===== src/pkg/idosc_pkg.sv =====
// constants and a cycle-count function for the debounce and output stage control registers
// Function
// RULE_01 - three-bit debounce selector, reset 5; codes 0-6 set intervals, 7 bypasses.
// RULE_02 - bit 5 puts right channel in line mode (0) or headphone mode (1).
// RULE_03 - bit 4 puts left channel in line mode (0) or headphone mode (1).
// RULE_04 - right power field: 00 both legs, 01 negative, 10 positive, 11 off.
// RULE_05 - left power field: 00 both legs, 01 negative, 10 positive, 11 off.
// RULE_06 - leg power follows the power field alone, whatever the output mode.
// RULE_07 - host waits at least 6 ms after headphone enable before unmuting.
// RULE_08 - output stage register resets to 0x0F: line mode, all legs off.
// RULE_09 - input change passes only after staying stable for the selected interval.
// RULE_10 - reserved bits reset to zero, read back as written, steer nothing.
package idosc_pkg;
    localparam int          CLK_MHZ         = 125;
    localparam logic [7:0]  ADDR_DEBOUNCE   = 8'h41;
    localparam logic [7:0]  ADDR_OUTSTAGE   = 8'h43;
    localparam logic [7:0]  RST_DEBOUNCE    = 8'h05;
    localparam logic [7:0]  RST_OUTSTAGE    = 8'h0F;
    localparam int          DEB_SEL_LSB     = 0;
    localparam int          RIGHT_MODE_BIT  = 5;
    localparam int          LEFT_MODE_BIT   = 4;
    localparam int          RIGHT_PWR_LSB   = 2;
    localparam int          LEFT_PWR_LSB    = 0;
    localparam logic [2:0]  DEB_BYPASS      = 3'h7;
    localparam int          NUM_PINS        = 7;
    // debounce intervals in microseconds
    localparam int          DEB_US [0:6]    = '{300, 600, 900, 5000, 10000, 20000, 40000};
    localparam int          WAIT_UNMUTE_US  = 6000;
    localparam int          CNT_W           = 23;
    function automatic logic [CNT_W-1:0] deb_cycles(input logic [2:0] sel);
        deb_cycles = CNT_W'(DEB_US[(sel == DEB_BYPASS) ? 0 : sel] * CLK_MHZ);
    endfunction
endpackage


===== src/design/idosc_top.sv =====
// debounce time and output stage mode/power control registers
`timescale 1ns/100ps
module idosc_top
(
    input  wire logic                    SYS_CLK_I,
    input  wire logic                    NRST_I,
    input  wire logic                    WR_EN_I,
    input  wire logic [7:0]              ADDR_I,
    input  wire logic [7:0]              WDATA_I,
    output logic      [7:0]              RDATA_O,
    input  wire logic [idosc_pkg::NUM_PINS-1:0] MULTIPURPOSE_PIN_I,
    output logic      [idosc_pkg::NUM_PINS-1:0] MULTIPURPOSE_PIN_O,
    output logic                         RIGHT_PHONES_MODE_SEL_O,
    output logic                         LEFT_PHONES_MODE_SEL_O,
    output logic                         RIGHT_NEGATIVE_LEG_EN_O,
    output logic                         RIGHT_POSITIVE_LEG_EN_O,
    output logic                         LEFT_NEGATIVE_LEG_EN_O,
    output logic                         LEFT_POSITIVE_LEG_EN_O
);
    import idosc_pkg::*;

    logic [7:0] input_debounce_time;
    logic [7:0] output_stage_mode_power;
    logic [7:0] next_rdata;

    // one decode serves both channels: field bit 1 cuts negative, bit 0 cuts positive
    function automatic logic [1:0] leg_enables(input logic [1:0] field);
        leg_enables = ~field;
    endfunction

    wire wr_deb = WR_EN_I && (ADDR_I == ADDR_DEBOUNCE);
    wire wr_out = WR_EN_I && (ADDR_I == ADDR_OUTSTAGE);
    wire [2:0] deb_sel = input_debounce_time[DEB_SEL_LSB +: 3];
    wire [1:0] right_out_power_ctl = output_stage_mode_power[RIGHT_PWR_LSB +: 2];
    wire [1:0] left_out_power_ctl  = output_stage_mode_power[LEFT_PWR_LSB +: 2];
    wire [1:0] next_right_legs = leg_enables(right_out_power_ctl); // [RULE_04] [RULE_06]
    wire [1:0] next_left_legs  = leg_enables(left_out_power_ctl);  // [RULE_05] [RULE_06]
    wire       rd_unmapped = (ADDR_I != ADDR_DEBOUNCE) && (ADDR_I != ADDR_OUTSTAGE);

    // unmapped addresses read zero
    assign next_rdata = (ADDR_I == ADDR_DEBOUNCE) ? input_debounce_time :
                        (ADDR_I == ADDR_OUTSTAGE) ? output_stage_mode_power : 8'h00;

    // full byte stored, reserved bits included and never decoded
    always_ff @(posedge SYS_CLK_I) begin
        if (!NRST_I) begin
            input_debounce_time     <= RST_DEBOUNCE; // [RULE_01] [RULE_10]
            output_stage_mode_power <= RST_OUTSTAGE; // [RULE_08] [RULE_10]
        end else begin
            if (wr_deb) begin
                input_debounce_time <= WDATA_I; // [RULE_10]
            end
            if (wr_out) begin
                output_stage_mode_power <= WDATA_I; // [RULE_10]
            end
        end
    end

    // registered read costs a cycle of latency but keeps RDATA_O off the address decode
    always_ff @(posedge SYS_CLK_I) begin
        if (!NRST_I) begin
            RDATA_O <= 8'h00;
        end else begin
            RDATA_O <= next_rdata;
        end
    end

    // leg enables decode only the power fields, so mode never wakes a stage
    always_ff @(posedge SYS_CLK_I) begin
        if (!NRST_I) begin
            RIGHT_PHONES_MODE_SEL_O <= 1'b0;
            LEFT_PHONES_MODE_SEL_O  <= 1'b0;
            RIGHT_NEGATIVE_LEG_EN_O <= 1'b0;
            RIGHT_POSITIVE_LEG_EN_O <= 1'b0;
            LEFT_NEGATIVE_LEG_EN_O  <= 1'b0;
            LEFT_POSITIVE_LEG_EN_O  <= 1'b0;
        end else begin
            RIGHT_PHONES_MODE_SEL_O <= output_stage_mode_power[RIGHT_MODE_BIT]; // [RULE_02]
            LEFT_PHONES_MODE_SEL_O  <= output_stage_mode_power[LEFT_MODE_BIT];  // [RULE_03]
            RIGHT_NEGATIVE_LEG_EN_O <= next_right_legs[1]; // [RULE_04] [RULE_06]
            RIGHT_POSITIVE_LEG_EN_O <= next_right_legs[0]; // [RULE_04] [RULE_06]
            LEFT_NEGATIVE_LEG_EN_O  <= next_left_legs[1];  // [RULE_05] [RULE_06]
            LEFT_POSITIVE_LEG_EN_O  <= next_left_legs[0];  // [RULE_05] [RULE_06]
        end
    end

    // host paces the 6 ms unmute wait; nothing here enforces it [RULE_07]

    genvar g;
    generate
        for (g = 0; g < NUM_PINS; g++) begin : gen_deb
            idosc_debounce u_deb (
                .clk_i   (SYS_CLK_I),
                .nrst_i  (NRST_I),
                .sel_i   (deb_sel),
                .pin_i   (MULTIPURPOSE_PIN_I[g]),
                .level_o (MULTIPURPOSE_PIN_O[g])
            );
        end
    endgenerate
endmodule


===== src/design/idosc_debounce.sv =====
// one-pin debouncer with selectable stability interval
`timescale 1ns/100ps
module idosc_debounce
    import idosc_pkg::*;
(
    input  wire logic             clk_i,
    input  wire logic             nrst_i,
    input  wire logic [2:0]       sel_i,
    input  wire logic             pin_i,
    output logic                  level_o
);
    logic [CNT_W-1:0] cnt;
    logic [CNT_W-1:0] next_cnt;
    logic             next_level;
    wire              bypass = (sel_i == DEB_BYPASS);
    wire              differs = (pin_i != level_o);
    wire [CNT_W-1:0]  target = deb_cycles(sel_i);
    wire              done = (cnt >= target - CNT_W'(1));

    // counter restarts on any glitch back to the held level
    assign next_cnt   = (!differs || bypass || done) ? '0 : cnt + CNT_W'(1); // [RULE_09]
    assign next_level = (bypass || (differs && done)) ? pin_i : level_o;     // [RULE_01] [RULE_09]

    always_ff @(posedge clk_i) begin
        if (!nrst_i) begin
            cnt     <= '0;
            level_o <= 1'b0;
        end else begin
            cnt     <= next_cnt;
            level_o <= next_level;
        end
    end
endmodule


===== config.mk =====
export PLATFORM = sky130hd
export DESIGN_NAME = idosc_top
export DESIGN_NICKNAME = d
export VERILOG_FILES = /design/src/pkg/idosc_pkg.sv /design/src/design/idosc_top.sv /design/src/design/idosc_debounce.sv
export SDC_FILE = /design/constraint.sdc
export NUM_CORES = 1
export LEC_CHECK = 0
export ABC_AREA = 0
export BUFFER_PORTS_ARGS = -buffer_cell sky130_fd_sc_hd__buf_4
export CAP_MARGIN = 20
export CORE_UTILIZATION = 55
export CTS_BUF_LIST = sky130_fd_sc_hd__clkbuf_4
export DETAILED_ROUTE_END_ITERATION = 8
export MAX_ROUTING_LAYER = met4
export PLACE_DENSITY = 0.75
export SYNTH_ARGS = -nofsm -noshare
export SYNTH_HDL_FRONTEND = slang
export SYNTH_SLANG_ARGS = --single-unit

===== constraint.sdc =====
create_clock -name SYS_CLK_I -period 8.3 [get_ports SYS_CLK_I]
set_input_delay 0 -clock SYS_CLK_I [delete_from_list [all_inputs] [get_ports SYS_CLK_I]]
set_output_delay 0 -clock SYS_CLK_I [all_outputs]
set_load 0.05 [all_outputs]

==> impl_metrics.ini <==
[outcome]
status = complete, no violations

[critical_path]
required_ns = 8.82
worstPathArrival_ns = 8.23
endpoint = gen_deb[1].u_deb.cnt[8]$_SDFF_PP0_
start_kind = flop
slowest_stage = dfxtp_1
cp_max_fo = 23
rr_startpoint = input_debounce_time[0]$_SDFFE_PN1P_
slowest_delay_ns = 0.70
crit_type = flop to flop
crit_path_end_kind = flop
reg2reg_depth = 28
rrSetupSlack_ns = 0.59
crit_path_start = input_debounce_time[0]$_SDFFE_PN1P_
r2r-end = gen_deb[1].u_deb.cnt[8]$_SDFF_PP0_

[timing]
fmax_mhz = 130
relSlewSlack = 0.402
worst_slack_ns = 0.587
timing.hold.ws_ns = 0.145
fin_skew_ns = 0.0243
fin_crit_ns = 7.71
tightestPinTransition_ns = 0.894
finalCritPeriodShare = 0.929
finalSetupViolations = 0
drv_slew = 0
setup_tns_ns = 0
hold_violations = 0

[power]
power_per_cell_area_mw_per_mm2 = 111
clkPwrFrac = 0.336
p_seq_frac = 0.609
power.switching_mw = 0.447
swShare = 0.284
leakage_nw = 6.13
comb_power_share = 0.055
p_total_mw = 1.58
irDropWorstVdd_mv = 0.0696
internal_power_mw = 1.13

[floorplan]
dieArea_mm2 = 0.0243
die_y_um = 156
coreArea_mm2 = 0.0229
row_count = 55
die_x_um = 156
initial_core_util = 0.569
io_pins = 47

[layout]
drive_above_1_share = 0.0727
nets = 1806
design_area_mm2 = 0.0142
areaGrowthSynthToFinish_pct = 9.19
seq_area_mm2 = 0.00396
final_util = 0.621
layout_commonest_cell = nor2_1
multi_input_area_mm2 = 0.00868
layout_common_cells = nor2_1, dfxtp_1, ha_1
fin_cells = 1910
fill_cells = 2007

[clock_tree]
cts_made_buffers = 17
cts_setup_buffers = 0
clk_latency_ns = 0.63
cts_tree = done
cts_max_level = 4
clk_pin_slew_worst_paths_ns = 0.20
cts_root_buffer = clkbuf_4
cts.sinks = 198
cts_max_path_buffers = 2

[route]
highest_layer = met4
route.detailed.drc = 0
drt-met1-wl_um = 14700
met3_length_um = 1560
firstDrtPassIters = 6
dr_wl_met2_um = 14500
vias = 10700
routed_wl_um = 31600
ant_nets = 0
wl_per_cell_um = 16.5
first_iter_violations = 736
viasPerCell = 5.63

[global_routing]
grt_pass1_wl_um = 51600
first_global_vias = 10200
grt_antenna_before_repair = 1
grt_max_degree = 32
grt.overflow.total = 0
grt_usage = 0.279

[synth]
yosys-top-cells-area = dfxtp_1, ha_1, nor2_1
syn-num-nets = 1745
synth_area_mm2 = 0.0130
seq_area_frac_synth = 0.304
ys_warn_count = 0
ys_async_sr_fraction = 0
synth_flop_cell = dfxtp_1
syn-instance-count = 1522
synth_top_cell_area_share = 0.304
synth-seq-cells = 198
synth_edf_count = 0
avgSynthCellArea_um2 = 8.56
synth_cell_types = 65
synth_area_leader_cell = dfxtp_1

[min_path]
hold_class = input pin to flop
whs_path_depth = 4

[placement]
dp_slack_ns = 0.479
place_inst = 1855
place_area_mm2 = 0.0137
place.gp.congestion = 0.896
dp_hpwl_um = 22800
port_buffers = 46

[job]
drv_cap = 0
==> cells in the mapped netlist, types with 4 or more instances <==
master,n
nand3_1,86
xnor2_1,94
o211ai_1,11
a31oi_1,9
o21ai_0,44
inv_1,49
buf_2,11
a211oi_1,12
nor3_1,19
ha_1,189
dfxtp_1,198
o21a_1,5
and3_1,37
and2_1,8
xor2_1,97
or2_2,5
a221oi_1,4
mux2i_1,30
o22ai_1,5
nand4_1,24
a21oi_1,49
nand2_1,123
o21bai_1,4
maj3_1,7
buf_4,8
a21o_1,21
nor2_1,232
or4_1,5
fa_1,8
nand2b_1,14
a2111oi_0,6
clkbuf_1,24
or3_1,4
and4_1,5
nor4_1,9
nor2b_1,25
==> worst min path at each step <==
stage,from,endpoint,slack [ns]
after floorplan,WDATA_I[0],input_debounce_time[0]$_SDFFE_PN1P_,0.13
after global placement,WDATA_I[0],input_debounce_time[0]$_SDFFE_PN1P_,0.22
after detailed placement,WDATA_I[1],output_stage_mode_power[1]$_SDFFE_PN1P_,0.23
after CTS,WDATA_I[2],output_stage_mode_power[2]$_SDFFE_PN1P_,0.12
after global routing,MULTIPURPOSE_PIN_I[3],gen_deb[3].u_deb.level_o$_SDFFE_PN0P_,0.15
final,MULTIPURPOSE_PIN_I[3],gen_deb[3].u_deb.level_o$_SDFFE_PN0P_,0.14
==> flip-flops by register name, summed over array words and instances, names as in the netlist <==
signal                   flops
LEFT_NEGATIVE_LEG_EN_O       1
LEFT_PHONES_MODE_SEL_O       1
LEFT_POSITIVE_LEG_EN_O       1
RDATA_O                      8
RIGHT_NEGATIVE_LEG_EN_O      1
RIGHT_PHONES_MODE_SEL_O      1
RIGHT_POSITIVE_LEG_EN_O      1
gen_deb.u_deb.cnt          161
gen_deb.u_deb.level_o        7
input_debounce_time          8
output_stage_mode_power      8
==> repair_timing <==
| action | CTS | global route |
|---|---|---|
| endpoints found under the setup margin | 0 | 84 |
| hold buffers | 22 | 0 |
| endpoints found under the hold margin | 33 | 0 |
| resized for setup | 0 | 6 |
==> power by group through the flow <==
| stage | Combinational (mW) | Sequential, mW | Clock, mW |
|---|---|---|---|
| after global placement | 0.0761 | 0.979 | 0 |
| after detailed placement | 0.0779 | 0.979 | 0 |
| after floorplan | 0.0480 | 0.978 | 0 |
| final | 0.0869 | 0.959 | 0.529 |
| after CTS | 0.0852 | 0.959 | 0.541 |
| after global routing | 0.0949 | 0.961 | 0.570 |
==> final cells by class <==
type | instances | area share
clock buffer | 17 | 0.00897
timing repair buffer | 88 | 0.0503
antenna | 1 | 0.000176
clock inverter | 15 | 0.0111
tap | 313 | 0.0275
inverter | 51 | 0.0135
multi-input combinational | 1227 | 0.610
sequential | 198 | 0.279
==> routing by layer <==
layer  GRT usage  vias up
met1       0.371     5051
li1            -     5401
met3      0.0356       51
met5           -        -
met2       0.437      246
met4      0.0924        0
==> worst max-delay path, delay by kind of cell (launching register included) <==
| kind | cells | cell delay [ns] |
|---|---|---|
| and+or+nand+nor | 7 | 1.50 |
| buffers and inverters | 3 | 0.46 |
| xor gates and xnor gates | 4 | 0.69 |
| DFF | 1 | 0.70 |
| AOI/OAI and AO/OA | 9 | 2.30 |
| adders and majority gates | 5 | 1.93 |
==> kinds of logic (layout without fill, tap and decap cells) <==
logic type / after synthesis / in the layout / synth area share
other: 1 / 2 / 0.000288
buffers and inverters: 97 / 171 / 0.0325
adders and majority gates: 205 / 205 / 0.200
muxes: 30 / 30 / 0.0230
DFF: 198 / 198 / 0.304
and+or+nand+nor: 605 / 605 / 0.215
xor gates and xnor gates: 192 / 192 / 0.130
AOI/OAI and AO/OA: 194 / 194 / 0.0954
(Power assumes the default switching activity.)
